===== src/stc_map.svh =====
// register offsets, field positions, reset values and timing counts for the timer/counter
`ifndef STC_MAP_SVH
`define STC_MAP_SVH
`define STC_ADDR_CONTROL     4'h0
`define STC_ADDR_LOW         4'h1
`define STC_ADDR_HIGH        4'h2
`define STC_ADDR_STATUS      4'h3
`define STC_CONTROL_RESET    8'h00
`define STC_BIT_RUN          0
`define STC_BIT_SOURCE       1
`define STC_BIT_SYNC_BYPASS  2
`define STC_BIT_OSC_ENABLE   3
`define STC_BIT_DIV_LO       4
`define STC_BIT_DIV_HI       5
`define STC_BIT_SYSCLK_OSC   6
`define STC_BIT_WIDE         7
`define STC_BIT_FLAG         0
`define STC_CTRL_WMASK       8'hbf
`define STC_INSTR_DIV        2'h3
`define STC_COUNT_MAX        16'hffff
`endif


===== src/stc_pkg.sv =====
// types shared by the timer/counter
package stc_pkg;
  typedef logic [7:0]  stc_byte_t;
  typedef logic [15:0] stc_count_t;
endpackage


===== src/stc_timer.sv =====
// sixteen-bit timer/counter with prescaler, buffered wide access and oscillator control
//
// The implementer's own choices: the strobed register port and the register offsets.
`timescale 1ns/1ps
`include "stc_map.svh"

//Contract
//- counter increments only while counter_run is set, else holds
//- source 0 counts instruction cycles, source 1 counts external rising edges
//- external source advances on input pin or enabled oscillator rising edges
//- ext_sync_bypass 0 synchronises, 1 skips it; ignored on internal source
//- input_divide_sel divides by 1, 2, 4 or 8
//- lowpower_osc_enable turns oscillator on; clear turns it fully off
//- status bit reads 1 while system clock comes from oscillator
//- wide_access_sel selects atomic 16-bit access, else two byte access
//- oscillator enabled disables pin logic; directions ignored, pins read zero
//- wide mode: low byte read copies live high byte into buffer
//- wide mode: high write fills buffer; low write loads both bytes
//- wide mode: live high byte reachable only through the buffer
//- low byte write clears prescaler; high byte write leaves it
//- enabled oscillator keeps running in every power-managed mode
//- control register holds all control bits and resets to zero
//- counter rolls from all ones to zero and sets overflow_flag
//- compare special event resets counter except in asynchronous mode
//- software counter write beats a coincident special event reset
module stc_timer (
  // clock and reset
  input  wire logic             clock,
  input  wire logic             rst_n,
  // register port
  input  wire logic [3:0]       addr,
  input  wire logic [7:0]       wdata,
  input  wire logic             wr_en,
  input  wire logic             rd_en,
  output logic      [7:0]       rdata,
  // count sources
  input  wire logic             ext_count_input,
  input  wire logic             osc_clk,
  input  wire logic             sysclk_on_osc,
  input  wire logic             special_event,
  // oscillator pins and port
  input  wire logic [1:0]       port_c_direction,
  input  wire logic [1:0]       pin_in,
  output logic      [1:0]       pin_read,
  output logic      [1:0]       pin_oe,
  output logic                  osc_power_on,
  // status
  output logic                  overflow_flag,
  output logic      [15:0]      count_value
);

  stc_pkg::stc_byte_t  control, next_control;
  stc_pkg::stc_count_t count, next_count;
  stc_pkg::stc_byte_t  count_high_buffer, next_count_high_buffer;
  logic [2:0] prescale, next_prescale;
  logic [1:0] instr_div, next_instr_div;
  logic       sync_a, sync_b, edge_prev, next_edge_prev;
  logic       async_prev, next_async_prev;
  logic       next_flag, status_bit;
  logic [7:0] next_rdata;
  wire logic [1:0] next_pin_read, next_pin_oe;

  logic run, src_ext, bypass, osc_en, wide;
  logic [1:0] div_sel;
  logic raw_src, tick, wr_low, wr_high, rd_low, wr_ctrl, inc_ok;
  logic [2:0] div_mask;

  assign run     = control[`STC_BIT_RUN];
  assign src_ext = control[`STC_BIT_SOURCE];
  assign bypass  = control[`STC_BIT_SYNC_BYPASS];
  assign osc_en  = control[`STC_BIT_OSC_ENABLE];
  assign wide    = control[`STC_BIT_WIDE];
  assign div_sel = control[`STC_BIT_DIV_HI:`STC_BIT_DIV_LO];
  assign wr_low  = wr_en && (addr == `STC_ADDR_LOW);
  assign wr_high = wr_en && (addr == `STC_ADDR_HIGH);
  assign wr_ctrl = wr_en && (addr == `STC_ADDR_CONTROL);
  assign rd_low  = rd_en && (addr == `STC_ADDR_LOW);
  assign raw_src = ext_count_input | (osc_en & osc_clk);

  // two-stage synchroniser; first stage feeds only the second
  always_ff @(posedge clock or negedge rst_n) begin
    if (!rst_n) begin
      sync_a <= 1'b0;
      sync_b <= 1'b0;
    end else begin
      sync_a <= raw_src;
      sync_b <= sync_a;
    end
  end

  // source edge selection and prescaler tick
  always_comb begin
    next_edge_prev  = sync_b;
    next_async_prev = raw_src;
    next_instr_div  = instr_div + 2'h1;
    tick            = 1'b0;
    if (!src_ext) begin
      tick = (instr_div == `STC_INSTR_DIV);
    end else if (bypass) begin
      // unsynchronised path, sampled straight from the pins
      tick = raw_src & ~async_prev;
    end else begin
      tick = sync_b & ~edge_prev;
    end
    case (div_sel)
      2'h0:    div_mask = 3'h0;
      2'h1:    div_mask = 3'h1;
      2'h2:    div_mask = 3'h3;
      2'h3:    div_mask = 3'h7;
      default: div_mask = 3'h0;
    endcase
    next_prescale = prescale;
    inc_ok        = 1'b0;
    if (run && tick) begin
      next_prescale = (prescale + 3'h1) & div_mask;
      inc_ok        = ((prescale & div_mask) == div_mask);
    end
    if (wr_low) begin
      next_prescale = 3'h0;
    end
  end

  // counter, buffer, control and flag
  always_comb begin
    next_count             = count;
    next_count_high_buffer = count_high_buffer;
    next_control           = control;
    next_flag              = overflow_flag;
    if (inc_ok) begin
      next_count = count + 16'h0001;
      if (count == `STC_COUNT_MAX) begin
        next_flag = 1'b1;
      end
    end
    if (special_event && !(src_ext && bypass)) begin
      next_count = 16'h0000;
    end
    if (wr_ctrl) begin
      next_control = wdata & `STC_CTRL_WMASK;
    end
    if (wr_en && addr == `STC_ADDR_STATUS && wdata[`STC_BIT_FLAG]) begin
      next_flag = 1'b0;
    end
    if (inc_ok && count == `STC_COUNT_MAX) begin
      next_flag = 1'b1; // set wins over clear
    end
    if (wide) begin
      if (rd_low) begin
        next_count_high_buffer = count[15:8];
      end
      if (wr_high) begin
        next_count_high_buffer = wdata;
      end
      if (wr_low) begin
        next_count = {count_high_buffer, wdata};
      end
    end else begin
      if (wr_high) begin
        next_count = {wdata, count[7:0]};
      end
      if (wr_low) begin
        next_count = {count[15:8], wdata};
      end
    end
  end

  // read mux and pin logic
  always_comb begin
    status_bit = sysclk_on_osc;
    next_rdata = 8'h00;
    if (rd_en) begin
      case (addr)
        `STC_ADDR_CONTROL: begin
          next_rdata = control;
          next_rdata[`STC_BIT_SYSCLK_OSC] = status_bit;
        end
        `STC_ADDR_LOW:    next_rdata = count[7:0];
        `STC_ADDR_HIGH:   next_rdata = wide ? count_high_buffer : count[15:8];
        `STC_ADDR_STATUS: next_rdata = {7'h00, overflow_flag};
        default:          next_rdata = 8'h00;
      endcase
    end
  end

  // per-pin gating; both oscillator pins behave alike, so one loop serves them
  genvar pin_idx;
  generate
    for (pin_idx = 0; pin_idx < 2; pin_idx++) begin : g_pin
      // the oscillator owns the pin while enabled, so direction is ignored
      assign next_pin_read[pin_idx] = osc_en ? 1'b0 : pin_in[pin_idx];
      assign next_pin_oe[pin_idx]   = osc_en ? 1'b0 : ~port_c_direction[pin_idx];
    end
  endgenerate

  // state registers
  always_ff @(posedge clock or negedge rst_n) begin
    if (!rst_n) begin
      control           <= `STC_CONTROL_RESET;
      count             <= 16'h0000;
      count_high_buffer <= 8'h00;
      prescale          <= 3'h0;
      instr_div         <= 2'h0;
      edge_prev         <= 1'b0;
      async_prev        <= 1'b0;
      overflow_flag     <= 1'b0;
      rdata             <= 8'h00;
      pin_read          <= 2'h0;
      pin_oe            <= 2'h0;
      osc_power_on      <= 1'b0;
      count_value       <= 16'h0000;
    end else begin
      control           <= next_control;
      count             <= next_count;
      count_high_buffer <= next_count_high_buffer;
      prescale          <= next_prescale;
      instr_div         <= next_instr_div;
      edge_prev         <= next_edge_prev;
      async_prev        <= next_async_prev;
      overflow_flag     <= next_flag;
      rdata             <= next_rdata;
      pin_read          <= next_pin_read;
      pin_oe            <= next_pin_oe;
      // power follows only the enable bit, not any sleep state
      osc_power_on      <= next_control[`STC_BIT_OSC_ENABLE];
      count_value       <= next_count;
    end
  end
endmodule


===== config.mk =====
export PLATFORM = sky130hd
export DESIGN_NAME = stc_timer
export DESIGN_NICKNAME = d
export VERILOG_FILES = /design/src/stc_pkg.sv /design/src/stc_timer.sv
export VERILOG_INCLUDE_DIRS = /design/src /design/src/src
export SDC_FILE = /design/constraint.sdc
export NUM_CORES = 1
export LEC_CHECK = 0
export BUFFER_PORTS_ARGS = -buffer_cell sky130_fd_sc_hd__clkbuf_2
export CAP_MARGIN = 5
export CORE_MARGIN = 2
export CORE_UTILIZATION = 56
export DETAILED_ROUTE_END_ITERATION = 12
export GPL_TIMING_DRIVEN = 0
export PLACE_DENSITY = 0.8
export SKIP_LAST_GASP = 1
export SLEW_MARGIN = 10
export SYNTH_ARGS = -nofsm -noshare
export SYNTH_HDL_FRONTEND = slang
export SYNTH_SLANG_ARGS = --single-unit

===== constraint.sdc =====
create_clock -name clock -period 2.44 [get_ports clock]
set_input_delay 0.244 -clock clock [delete_from_list [all_inputs] [get_ports clock]]
set_output_delay 0.244 -clock clock [all_outputs]
set_load 0.01 [all_outputs]

# Yosys cells after proc, flatten, opt, wreduce, memory -nomap -nowiden
# Cells that the tools add are included.
# W data, S select, Z words.
# op_classes
n_reduce_logical,19
bitwise,10
add_sub_neg,3
n_eq_ne,11
n_mux,25
# ops
op,count
$mux W16,6
$mux W8,4
$pmux W8 S4,1
$add A16 B1 Y16 const B,1
$eq A16 B16 Y1 const B,1
$pmux W3 S4,1
$mux W1,11
$logic_and A1 B1 Y1,10
$eq A4 B2 Y1 const B,2
$and A3 B3 Y3,2
$eq A2 B2 Y1 const B,3
$mux W3,2
$reduce_bool A3 Y1,2
$eq A4 B1 Y1 const B,1
$logic_not A4 Y1,1
$not A1 Y1,4
$reduce_and A2 Y1,2
$reduce_bool A2 Y1,2
$add A3 B1 Y3 const B,1
$and A1 B1 Y1,3
$eq A3 B3 Y1,1
$ne A3 B3 Y1 const B,1
$add A2 B1 Y2 const B,1
$eq A2 B1 Y1 const B,1
other kinds (4),4
# word_totals
out_inout_bits,30
elab_cells,82
reg_bits,52
inputBits,24

# Longest topological paths before layout
# Gate-level depths: netlist (run 1).
# depth
ltp_word,12
ltp_mapped,8
ltp_nobuf,7

# Least setup slack after synthesis (run 1)
# No wires, ideal clock.
# synth_timing
kind,reg-to-reg
start,register control[3]
end,register count[9]
path_buffers,0
required_time_ns,2.316
period_less_slack_ns,1.855
setup_time_ns,0.124
arrival_time_ns,1.731
path_slack_ns,0.585
path_stages_with_launch,7
cell_sequence,dfrtp_1 > a21oi_2 > o311ai_4 > and3_2 > nand4_1 > xnor2_1 > a211o_1
# synth_between
elab_chain_cells,12
elab_cells_between_ends,13
# synth_rtl
item,line_no,text
from (decl),stc_timer.sv:52,"stc_pkg::stc_byte_t control, next_control;"
from (signal assigned),stc_timer.sv:198,control <= `STC_CONTROL_RESET;
from (signal assigned),stc_timer.sv:212,control <= next_control;
$and A1 B1 Y1 *,stc_timer.sv:78,assign raw_src = ext_count_input | (osc_en & osc_clk);
$or A1 B1 Y1 *,stc_timer.sv:78,
$and A1 B1 Y1 *,stc_timer.sv:101,tick = raw_src & ~async_prev;
$mux W1 *,stc_timer.sv:99,end else if (bypass) begin
$mux W1 *,stc_timer.sv:97,if (!src_ext) begin
$logic_and A1 B1 Y1 *,stc_timer.sv:114,if (run && tick) begin
$mux W1 *,stc_timer.sv:114,
$mux W16 *,stc_timer.sv:129,if (inc_ok) begin
$mux W16 *,stc_timer.sv:135,if (special_event && !(src_ext && bypass)) begin
$mux W16,stc_timer.sv:158,if (wr_high) begin
$mux W16,stc_timer.sv:161,if (wr_low) begin
$mux W16 *,stc_timer.sv:147,if (wide) begin
to (signal assigned),stc_timer.sv:213,count <= next_count;
to (decl),stc_timer.sv:53,"stc_pkg::stc_count_t count, next_count;"
# Every way passes the cells marked *; elsewhere a longest branch is shown, timed or not. The select of a mux whose other input is x is not followed.
# A chain may end at the register's enable or synchronous reset.

# Worst setup path in the final report (run 1)
# layout_timing
start,register control[3]
end,register count[10]
# The elaborated chain is that of the path after synthesis.

==> PnR_summary.wiki, run 1 <==
{| class="wikitable"
! Metric !! Value
|-
| Maximum number of pins on one net before global-route repair || between 50 and 60
|-
| Outcome || completed
|-
| Final critical delay including setup and external delays || between 2 and 2.5 ns
|-
| Share of cells above drive strength 1 || between 20% and 30%
|-
| Post-synthesis to final-layout area growth || 15.6%
|-
| Core Region || between 5000 and 6000 sq um
|-
| Die Width || 76.2 microns
|-
| Netlist area before placement || 2920 sq um
|-
| Clock Root Buffer || sky130_fd_sc_hd__clkbuf_8
|-
| Count of cell types in the netlist || 57
|-
| Total Die Area || just under 6000 sq um
|-
| Max-Slew Margin vs Limit || between 40% and 50%
|-
| Worst path required time || 2.70 ns
|-
| Minimum setup slack among reg-to-reg paths || 0.35 ns
|-
| Most numerous cell types in the synthesized netlist || sky130_fd_sc_hd__dfrtp_1, sky130_fd_sc_hd__nand2_1, sky130_fd_sc_hd__nor2_1
|-
| Top area cells in the synthesized netlist || sky130_fd_sc_hd__dfrtp_1, sky130_fd_sc_hd__nand2_1, sky130_fd_sc_hd__mux2i_1, sky130_fd_sc_hd__nor2_1, sky130_fd_sc_hd__a21oi_1
|-
| Number of antenna violations at the first check in global routing || 0
|-
| Clock transition at path regs || 0.10 ns
|-
| Most frequently used flop master after synthesis || sky130_fd_sc_hd__dfrtp_1
|-
| Post-synthesis cell count || around 320
|-
| Startpoint of the worst hold path || port_c_direction[0]
|-
| Overall overflow remaining after global route || 0
|-
| Number of design-rule violations left by the first detailed-router iteration || approximately 290
|-
| Top achievable clock speed || between 400 and 500 MHz
|-
| Skew final || ~0.0044 ns
|-
| Standard-cell rows || 26
|-
| Syn. warnings || 0
|-
| Maximum level of the CTS H-tree || 2
|-
| Worst Hold End || pin_oe[0]$_DFF_PN0_
|-
| Via-per-instance ratio || 6.18
|-
| Number of port buffers || 52
|-
| Pre-CTS setup slack || 0.243 ns
|-
| Final GP Congestion || approximately 0.96
|-
| Final-report setup violation count || 0
|-
| Synthesized Nets || roughly 340
|-
| Min-Delay Path Class || in -> reg
|-
| Number of nets still failing antenna checks after routing || 0
|-
| Maximum fanout along the worst path || 8
|-
| Number of nets in the finished design || between 400 and 500
|-
| Pins over their slew limit || 0
|-
| Crit path from || control[3]$_DFFE_PN0P_
|-
| Clk buf depth || 2
|-
| RR Endpoint || count[10]$_DFFE_PN0P_
|-
| Total length of routed wires || 7.98 mm
|-
| Worst Path Arrival || approximately 2.4 ns
|-
| Total negative slack for setup checks || 0 ns
|-
| Clock latency reported for the late side of the worst-skew pair || between 0.3 and 0.4 ns
|-
| Reported leakage power || around 1.5 nW
|-
| Starting density of the core || 57.5%
|-
| Synthesized flop and latch total || 52
|-
| Final hold viol count || 0
|-
| Area share of the largest cell type after synthesis || 44.6%
|-
| Most frequent cell after synthesis || sky130_fd_sc_hd__dfrtp_1
|-
| Setup repair after global routing missed its margin || false
|-
| Post-route DRC violation count || 0
|-
| Cell depth of the worst hold path || 2
|-
| Die extent in y || roughly 76 microns
|-
| Slew at the pin closest to its max-slew limit || roughly 0.77 ns
|-
| Nature of the critical path endpoint || flop
|-
| Number of synthesized flops with an enable pin || 0
|-
| Count of antenna diodes in the layout || 0
|-
| Half-perimeter wire length after detailed placement || 5.77 mm
|-
| # clock sinks || 52
|-
| Io pins || 54
|-
| R2r startpoint || control[3]$_DFFE_PN0P_
|-
| Layout Utilization || between 60% and 70%
|-
| Total vias in the final route || about 2800
|-
| Global-route wire length before repair || about 13 mm
|-
| Pre-Repair DR Iteration Count || 5
|-
| Final clock period utilization by the worst path || between 80% and 90%
|-
| Total power consumption of the routed design || between 2 and 2.5 mW
|-
| VDD IR max || about 0.00044 V
|-
| Worst r2r path cells || 6
|-
| WL/cell || 17.9 microns
|-
| Sequential cell area fraction in the yosys report || 44.6%
|-
| Async set-or-reset flop fraction in the synthesized netlist || 100%
|-
| Post-synthesis average cell area || ~9.3 sq um
|-
| Tot GR Track Use || between 20 and 30%
|-
| TritonCTS clock tree || yes
|-
| Via count of the first global-routing pass || around 2600
|-
| Startpoint-to-endpoint class of the critical path || reg -> reg
|-
| Crit path launch type || flop
|-
| Fin worst setup slack || approximately 0.35 ns
|-
| Area leader, netlist || sky130_fd_sc_hd__dfrtp_1
|-
| Pwr/cell area || 681 nW/um^2
|-
| Number of max-cap violations || 0
|-
| Cts bufs inserted || 5
|}
-- per-layer routing --
metal | up-vias | track usage, % | wire length, microns
li1 | 1271 | - | -
met1 | 1318 | 41.4 | 3490
met2 | 149 | 45.0 | 3640
met3 | 19 | 5.45 | 677
met4 | 0 | 10.0 | 176
met5 | - | 0 | 0
-- through the flow --
step                      hold WS (ns)  instance area, sq um  std cells
final                           0.0608                  3370        446
after CTS                       0.0577                  3360        445
after global placement           0.350                  3270        437
after global routing            0.0454                  3370        446
after floorplan                -0.0516                  2920        315
after detailed placement         0.357                  3270        437
-- layout make-up --
cell class	instances	area (sq um)
buffer	18	97.6
clock buffer	5	68.8
inverter	5	18.8
fill	430	1700
multi-input combinational	240	1500
tap	70	87.6
timing repair buffer	53	273
clock inverter	3	25.0
sequential	52	1300
-- critical path, cell delays in order, from the launching register on --
cell and delay (ns):
sky130_fd_sc_hd__dfrtp_1 0.49, sky130_fd_sc_hd__a21oi_2 0.13, sky130_fd_sc_hd__o311ai_4 0.45, sky130_fd_sc_hd__nand4_2 0.29, sky130_fd_sc_hd__or3_1 0.38, sky130_fd_sc_hd__a21oi_1 0.18
sky130_fd_sc_hd__o22a_1 0.14
-- worst max-delay path by stage --
stage,endpoint,depth (start not counted)
detailed placement,count[9]$_DFFE_PN0P_,7
CTS,count[9]$_DFFE_PN0P_,6
global route,count[10]$_DFFE_PN0P_,6
finish,count[10]$_DFFE_PN0P_,6
floorplan,count[9]$_DFFE_PN0P_,6
global placement,count[9]$_DFFE_PN0P_,7
-- layout by cell type (no fill, tap or decap), drive strengths merged, types with 3 or more instances in the layout --
cell / n
a21oi: 18
a221o: 3
a22oi: 5
a31oi: 9
and3: 13
buf: 8
clkbuf: 67
dfrtp: 52
ha: 3
inv: 7
mux2: 7
mux2i: 12
nand2: 44
nand2b: 5
nand3: 13
nand4: 6
nor2: 28
nor2b: 4
nor3: 5
o21ai: 17
o221ai: 4
o22ai: 6
o311ai: 4
or3: 3
xnor2: 5
-- cell families after synthesis --
family	count (synthesis)	synth area share, %
mux	19	6.82
flops	52	44.6
xor+xnor	7	2.10
fa+ha+maj	3	1.29
buf+inv	23	3.99
compound gates	78	18.2
simple gates	133	23.1
-- where the power goes --
part | internal (mW) | total (mW) | switching [mW]
registers | 1.00 | 1.17 | 0.162
clock network | 0.210 | 0.519 | 0.309
logic | 0.259 | 0.613 | 0.354
-- sequential cells by signal, indices dropped and copies added, names as in the netlist --
signal / count
prescale: 3
pin_oe: 2
pin_read: 2
overflow_flag: 1
async_prev: 1
count_high_buffer: 8
edge_prev: 1
next_edge_prev: 1
rdata: 8
instr_div: 2
control: 7
count: 16
-- what timing repair did --
item | CTS | global route
hold buffers | 0 | 1
hold endpoints to repair | 0 | 17
buffers inserted | 0 | 0
resized for setup | 0 | 0
Note: power is estimated with default switching activity, not from simulation.
==> run 2, diff against run 1 <==
Settings changed: SLEW_MARGIN 10 to 40.
Clock period 2.44 ns to 1.95 ns, I/O delays scaled along.
==> run 2 against run 1 <==
  * Register-to-register slack lost 0.29 ns
  * Setup slack lost 0.29 ns
  * Sequential power grew 25%
  * Critical path depth grew 1
  * Via count grew 0.33%
  * Non-clock buffer count grew 5
  * Largest cell class unchanged
  * Largest power group unchanged
  * Highest routed layer unchanged
==> PnR_summary.wiki, run 2 (synthesis gave the netlist of run 1 again) <==
{| class="wikitable"
! Metric !! Value
|-
| Outcome || completed
|-
| Clock transition at path regs || 0.10 ns (about the same)
|-
| Via count of the first global-routing pass || 2583 (-1.2%)
|-
| Cell family with most CP delay || simple AND/OR/NAND/NOR gates
|-
| Total vias in the final route || 2766 (+0.33%)
|-
| Half-perimeter wire length after detailed placement || 5.77 mm (about the same)
|-
| Leading cell type in the layout, fill and taps excluded || sky130_fd_sc_hd__clkbuf_2
|-
| Min-Delay Path Class || in -> reg
|-
| Pre-Repair DR Iteration Count || 6 (+1)
|-
| Crit path from || control[2]$_DFFE_PN0P_
|-
| Largest incremental delay on the critical path || 0.40 ns (-0.09 ns)
|-
| R2r startpoint || control[2]$_DFFE_PN0P_
|-
| Filler cell count || 419 (-2.6%)
|-
| Maximum level of the CTS H-tree || 2 (unchanged)
|-
| Global-route wire length before repair || 13.3 mm (+0.57%)
|-
| Final GP Congestion || 0.964 (unchanged)
|-
| Worst Path Arrival || 2.10 ns (-0.25 ns)
|-
| Number of port buffers || 52 (unchanged)
|-
| Storage element area || 1300 sq um (about the same)
|-
| Register ranked first by flip-flop count || count
|-
| Number of placed instances, taps included || 437 (unchanged)
|-
| Slew at the pin closest to its max-slew limit || 0.717 ns (-0.0542 ns)
|-
| Total negative slack for setup checks || 0 ns (unchanged)
|-
| Crit path buf inv count || 1 (+1)
|-
| Int Pwr || 1.87 mW (+27%)
|-
| Top flop regs || count: 16 flops, count_high_buffer: 8 flops, rdata: 8 flops
|-
| Tot GR Track Use || 29.0% (-0.080 points)
|-
| Pwr/cell area || 844 nW/um^2 (+24%)
|-
| Die extent in y || 76.2 microns (unchanged)
|-
| Proportion of power drawn by flip-flops and latches || 49.7% (-1.0 points)
|-
| # clock sinks || 52 (unchanged)
|-
| Number of design-rule violations left by the first detailed-router iteration || 310 (+8.0%)
|-
| Final Instance Count excl. Fillers || 451 (+1.1%)
|-
| Top achievable clock speed || 528 MHz (+10%)
|-
| Final critical delay including setup and external delays || 1.89 ns (-0.199 ns)
|-
| Total power consumption of the routed design || 2.93 mW (+28%)
|-
| Critical-path cell list || or3b_4 -> o311ai_4 -> buf_12 -> and3_4 -> nand4_1 -> xnor2_1 -> a211o_1
|-
| WL/cell || 18.2 microns (+1.4%)
|-
| Io pins || 54 (unchanged)
|-
| Multi-input combinational cell area || 1550 sq um (+3.4%)
|-
| Final-report setup violation count || 0 (unchanged)
|-
| Clock Root Buffer || sky130_fd_sc_hd__clkbuf_8
|-
| Startpoint-to-endpoint class of the critical path || reg -> reg
|-
| Switching share of power || 36.1% (+0.24 points)
|-
| Number of nets still failing antenna checks after routing || 0 (unchanged)
|-
| TritonCTS clock tree || yes
|-
| Logic pwr share || 28.0% (+1.3 points)
|-
| Via-per-instance ratio || 6.13 (-0.79%)
|-
| Share of cells above drive strength 1 || 26.5% (+4.2 points)
|-
| Worst path required time || 2.16 ns (-0.54 ns)
|-
| Clk buf depth || 2 (unchanged)
|-
| Overall overflow remaining after global route || 0 (unchanged)
|-
| Standard-cell rows || 26 (unchanged)
|-
| Cts bufs inserted || 5 (unchanged)
|-
| Post-route DRC violation count || 0 (unchanged)
|-
| Count of antenna diodes in the layout || 0 (unchanged)
|-
| Crit path launch type || flop
|-
| Reported leakage power || 1.57 nW (+2.0%)
|-
| Number of nets in the finished design || 407 (+1.2%)
|-
| Commonest cells after routing, fill and taps aside || sky130_fd_sc_hd__clkbuf_2, sky130_fd_sc_hd__dfrtp_1, sky130_fd_sc_hd__nand2_1
|-
| Setup repair after global routing missed its margin || true
|-
| Clock latency reported for the late side of the worst-skew pair || 0.31 ns (about the same)
|-
| Maximum fanout along the worst path || 7 (-1)
|-
| Total Die Area || 5810 sq um (unchanged)
|-
| Pins over their slew limit || 0 (unchanged)
|-
| Final hold viol count || 0 (unchanged)
|-
| Startpoint of the worst hold path || port_c_direction[1]
|-
| Nature of the critical path endpoint || flop
|-
| Clk network pwr share || 22.2% (-0.4 points)
|-
| Max-Slew Margin vs Limit || 52.2% (+3.6 points)
|-
| Maximum number of pins on one net before global-route repair || 53 (unchanged)
|-
| Final clock period utilization by the worst path || 97.2% (+11 points)
|-
| Die Width || 76.2 microns (unchanged)
|-
| Cell at the slowest stage of the critical path || sky130_fd_sc_hd__dfrtp_1
|-
| Core Region || 5070 sq um (unchanged)
|-
| VDD IR max || 0.000555 V (+25%)
|-
| Flip-flop count of the largest register after layout || 16 (unchanged)
|-
| Total length of routed wires || 8.19 mm (+2.6%)
|-
| Post-synthesis to final-layout area growth || 19.1%
|-
| Number of max-cap violations || 0 (unchanged)
|-
| Number of antenna violations at the first check in global routing || 0 (unchanged)
|-
| Starting density of the core || 57.5% (unchanged)
|-
| Skew final || 0.00564 ns (+0.00122 ns)
|-
| NetSw || 1.06 mW (+29%)
|}
[run 2: cell count changes in the layout (fill, tap and decap cells not counted), sizes merged]
| cell | delta |
|---|---|
| clkbuf | +1 |
| buf | +4 |
[run 2: worst paths after layout]
| path | to | slack, ns | cells past startpoint |
|---|---|---|---|
| max | count[9]$_DFFE_PN0P_ | 0.06 | 7 |
| min | pin_oe[1]$_DFF_PN0_ | 0.02 | 2 |
| max reg2reg | count[9]$_DFFE_PN0P_ | 0.06 | 7 |
| min reg2reg | edge_prev$_DFF_PN0_ | 0.39 | 0 |
| max in group asynchronous | control[3]$_DFFE_PN0P_ | 0.95 | 2 |
| min in group asynchronous | pin_oe[0]$_DFF_PN0_ | 0.49 | 2 |
[run 2: through the flow]
step / hold WS, ns / utilization [%] / instance area, sq um / worst slack, ns
finish: 0.0230 / 68.5 / 3480 / 0.0552
global route: 0.0117 / 68.5 / 3480 / -0.0610
CTS: 0.0118 / 67.2 / 3410 / 0.0188
detailed placement: 0.314 / 64.4 / 3270 / -0.208
global placement: 0.342 / 64.4 / 3270 / -0.155
floorplan: -0.101 / - / 2920 / 0.0948
[run 2: power by group through the flow]
stage          sequential [mW]  combinational (mW)  clock [mW]
3_5_place_dp              1.48               0.754           0
3_3_place_gp              1.47               0.738           0
5_1_grt                   1.49               0.900       0.712
2_1_floorplan             1.45               0.495           0
4_1_cts                   1.45               0.794       0.657
6_report                  1.46               0.823       0.652
[run 2: cell type report]
| class | instances | share of cell area [%] |
|---|---|---|
| inverter | 5 | 0.540 |
| sequential | 52 | 37.5 |
| timing repair buffer | 58 | 9.28 |
| multi-input combinational | 240 | 44.7 |
| buffer | 18 | 2.84 |
| clock inverter | 3 | 0.720 |
| clock buffer | 5 | 1.98 |
| tap | 70 | 2.52 |
[run 2: layer usage]
layer / global-route usage [%] / routed length [microns]
met5: 0 / 0
met4: 8.73 / 169
met3: 4.86 / 725
met2: 46.4 / 3770
met1: 40.9 / 3530
[run 2: what timing repair did]
action	CTS	global route
resized for setup	3	14
hold endpoints to repair	52	0
hold buffers	1	0
setup endpoints to repair	5	14
setup buffers	2	3
pin swaps	1	6
==> run 3, diff against run 2 <==
Settings changed: MAX_ROUTING_LAYER set to met4.
==> run 3 against run 2 <==
  * Combinational power is 4.6% higher
  * Power is 1.4% higher
  * First-iteration DRC count is 0.65% lower
  * Critical path depth stayed put
  * Hold slack lost 0.013 ns
  * Sequential power about the same
  * Design area is 1.0% higher
  * Register-to-register slack lost 0.05 ns
  * Clock power decreased by 0.8%
  * Flip-flop and latch count did not move
  * Wire length is 3.2% higher
  * Critical path type unchanged
==> PnR_summary.wiki, run 3 (synthesis gave the netlist of run 1 again) <==
{| class="wikitable"
! Metric !! Value
|-
| Setup repair after global routing missed its margin || true
|-
| Total Die Area || 5810 sq um (unchanged)
|-
| Core Region || 5070 sq um (unchanged)
|-
| Final Instance Count excl. Fillers || 454 (+0.67%)
|-
| Max-Slew Margin vs Limit || 53.4% (+1.2 points)
|-
| Half-perimeter wire length after detailed placement || 5.80 mm (+0.55%)
|-
| Startpoint-to-endpoint class of the critical path || reg -> reg
|-
| Logic pwr share || 28.9% (+0.9 points)
|-
| Share of cells above drive strength 1 || 27.6% (+1.1 points)
|-
| Register ranked first by flip-flop count || count
|-
| Post-synthesis to final-layout area growth || 20.3%
|-
| Worst r2r path cells || 7 (unchanged)
|-
| Total length of routed wires || 8.45 mm (+3.2%)
|-
| Switching share of power || 36.3% (+0.13 points)
|-
| Clock latency reported for the late side of the worst-skew pair || 0.32 ns (about the same)
|-
| Die Width || 76.2 microns (unchanged)
|-
| Clock Root Buffer || sky130_fd_sc_hd__clkbuf_8
|-
| Io pins || 54 (unchanged)
|-
| Min-Delay Path Class || in -> reg
|-
| Worst Path Arrival || 2.15 ns (+0.05 ns)
|-
| Commonest cells after routing, fill and taps aside || sky130_fd_sc_hd__clkbuf_2, sky130_fd_sc_hd__dfrtp_1, sky130_fd_sc_hd__nand2_1
|-
| Pre-CTS setup slack || -0.171 ns (+0.0367 ns)
|-
| Cell at the slowest stage of the critical path || sky130_fd_sc_hd__dfrtp_1
|-
| Final clock period utilization by the worst path || 99.7% (+2.5 points)
|-
| Number of placed instances, taps included || 437 (unchanged)
|-
| Proportion of power drawn by flip-flops and latches || 49.3% (-0.4 points)
|-
| Clock transition at path regs || 0.10 ns (about the same)
|-
| Number of max-cap violations || 0 (unchanged)
|-
| Cell Area, Placed || 3270 sq um (unchanged)
|-
| Leading cell type in the layout, fill and taps excluded || sky130_fd_sc_hd__clkbuf_2
|-
| Tot GR Track Use || 30.4% (+1.4 points)
|-
| Count of antenna diodes in the layout || 0 (unchanged)
|-
| Int Pwr || 1.90 mW (+1.2%)
|-
| Multi-input combinational cell area || 1570 sq um (+0.81%)
|-
| Starting density of the core || 57.5% (unchanged)
|-
| Post-Route Hold Slack || 0.0100 ns (-0.0130 ns)
|-
| Number of antenna violations at the first check in global routing || 0 (unchanged)
|-
| Largest incremental delay on the critical path || 0.41 ns (about the same)
|-
| Cts bufs inserted || 5 (unchanged)
|-
| Critical-path cell list || or3b_4 -> o311ai_4 -> buf_12 -> and3_4 -> nand4_1 -> xnor2_1 -> a211o_1
|-
| Startpoint of the worst hold path || port_c_direction[0]
|-
| Pins over their slew limit || 0 (unchanged)
|-
| Top flop regs || count: 16 flops, count_high_buffer: 8 flops, rdata: 8 flops
|-
| Final-report setup violation count || 0 (unchanged)
|-
| Total vias in the final route || 2878 (+4.0%)
|-
| Global-route wire length before repair || 13.5 mm (+1.6%)
|-
| Maximum level of the CTS H-tree || 2 (unchanged)
|-
| Via count of the first global-routing pass || 2601 (+0.70%)
|-
| Final critical delay including setup and external delays || 1.94 ns (+0.0493 ns)
|-
| Final hold viol count || 0 (unchanged)
|-
| Nature of the critical path endpoint || flop
|-
| Maximum number of pins on one net before global-route repair || 53 (unchanged)
|-
| Final GP Congestion || 0.992 (+2.9%)
|-
| Pwr/cell area || 847 nW/um^2 (+0.39%)
|-
| Via-per-instance ratio || 6.34 (+3.4%)
|-
| RR Endpoint || count[9]$_DFFE_PN0P_
|-
| Worst Hold End || pin_oe[0]$_DFF_PN0_
|-
| Post-route DRC violation count || 0 (unchanged)
|-
| Pre-Repair DR Iteration Count || 5 (-1)
|-
| Number of design-rule violations left by the first detailed-router iteration || 308 (-0.65%)
|-
| TritonCTS clock tree || yes
|-
| Minimum setup slack among reg-to-reg paths || 0.006 ns (-0.05 ns)
|-
| Top achievable clock speed || 514 MHz (-2.5%)
|-
| Crit path buf inv count || 1 (unchanged)
|-
| # clock sinks || 52 (unchanged)
|-
| Worst path required time || 2.16 ns (about the same)
|-
| Number of nets in the finished design || 410 (+0.74%)
|-
| Storage element area || 1300 sq um (unchanged)
|-
| Standard-cell rows || 26 (unchanged)
|-
| Crit path launch type || flop
|-
| Total power consumption of the routed design || 2.98 mW (+1.4%)
|-
| Die extent in y || 76.2 microns (unchanged)
|-
| Cell depth of the worst hold path || 2 (unchanged)
|-
| Fin worst setup slack || 0.00584 ns (-0.0493 ns)
|-
| Summed area of non-filler cells in the final layout || 3510 sq um (+1.0%)
|-
| Reported leakage power || 1.60 nW (+2.2%)
|-
| Number of nets still failing antenna checks after routing || 0 (unchanged)
|-
| Slew at the pin closest to its max-slew limit || 0.700 ns (-0.0173 ns)
|-
| NetSw || 1.08 mW (+1.8%)
|-
| Filler cell count || 411 (-1.9%)
|-
| Clk network pwr share || 21.7% (-0.5 points)
|-
| Maximum fanout along the worst path || 7 (unchanged)
|-
| VDD IR max || 0.000454 V (-18%)
|-
| Number of port buffers || 52 (unchanged)
|-
| R2r startpoint || control[2]$_DFFE_PN0P_
|-
| Cell family with most CP delay || simple AND/OR/NAND/NOR gates
|-
| Clk buf depth || 2 (unchanged)
|-
| Flip-flop count of the largest register after layout || 16 (unchanged)
|-
| Skew final || 0.00831 ns (+0.00267 ns)
|-
| WL/cell || 18.6 microns (+2.5%)
|-
| Outcome || completed
|-
| Overall overflow remaining after global route || 0 (unchanged)
|}
## run 3: power by group through the flow
| stage | logic (mW) | clock network (mW) | registers (mW) |
|---|---|---|---|
| after floorplan | 0.495 | 0 | 1.45 |
| after global placement | 0.740 | 0 | 1.47 |
| after detailed placement | 0.755 | 0 | 1.48 |
| after CTS | 0.801 | 0.645 | 1.46 |
| after global routing | 0.939 | 0.703 | 1.49 |
| final | 0.861 | 0.647 | 1.47 |
## run 3: how the worst max path moves through the flow
stage,start,cells after the start,to
CTS,control[2]$_DFFE_PN0P_,7,count[9]$_DFFE_PN0P_
global placement,addr[3],7,count[9]$_DFFE_PN0P_
floorplan,control[3]$_DFFE_PN0P_,6,count[9]$_DFFE_PN0P_
finish,control[2]$_DFFE_PN0P_,7,count[9]$_DFFE_PN0P_
global route,control[2]$_DFFE_PN0P_,7,count[9]$_DFFE_PN0P_
detailed placement,addr[3],7,count[9]$_DFFE_PN0P_
## run 3: cell type report
cell class	count	area share (%)
Clock buffer	5	1.96
Timing Repair Buffer	61	9.83
Tap cell	70	2.49
Inverter	5	0.534
Buffer	18	2.89
Multi-Input combinational cell	240	44.6
Clock inverter	3	0.641
Sequential cell	52	37.1
## run 3: repair_timing
action	in CTS	in global routing
endpoints found under the setup margin	6	22
buffers inserted	2	6
hold buffers	1	0
hold endpoints to repair	52	0
gates resized for setup	7	14
pin swaps	3	4
## run 3: through the flow
step           utilization, %  TNS [ns]
5_1_grt                  69.2    -0.127
2_1_floorplan               -         0
3_3_place_gp             64.4     -1.43
3_5_place_dp             64.4     -2.11
4_1_cts                  67.4         0
6_report                 69.2         0
## run 3: per-layer routing
metal | vias up | track usage (%) | part of all wire, %
li1 | 1286 | - | -
met1 | 1371 | 42.7 | 42
met2 | 182 | 44.8 | 45
met3 | 39 | 5.33 | 9.8
met4 | 0 | 10.9 | 3.0
met5 | - | - | 0
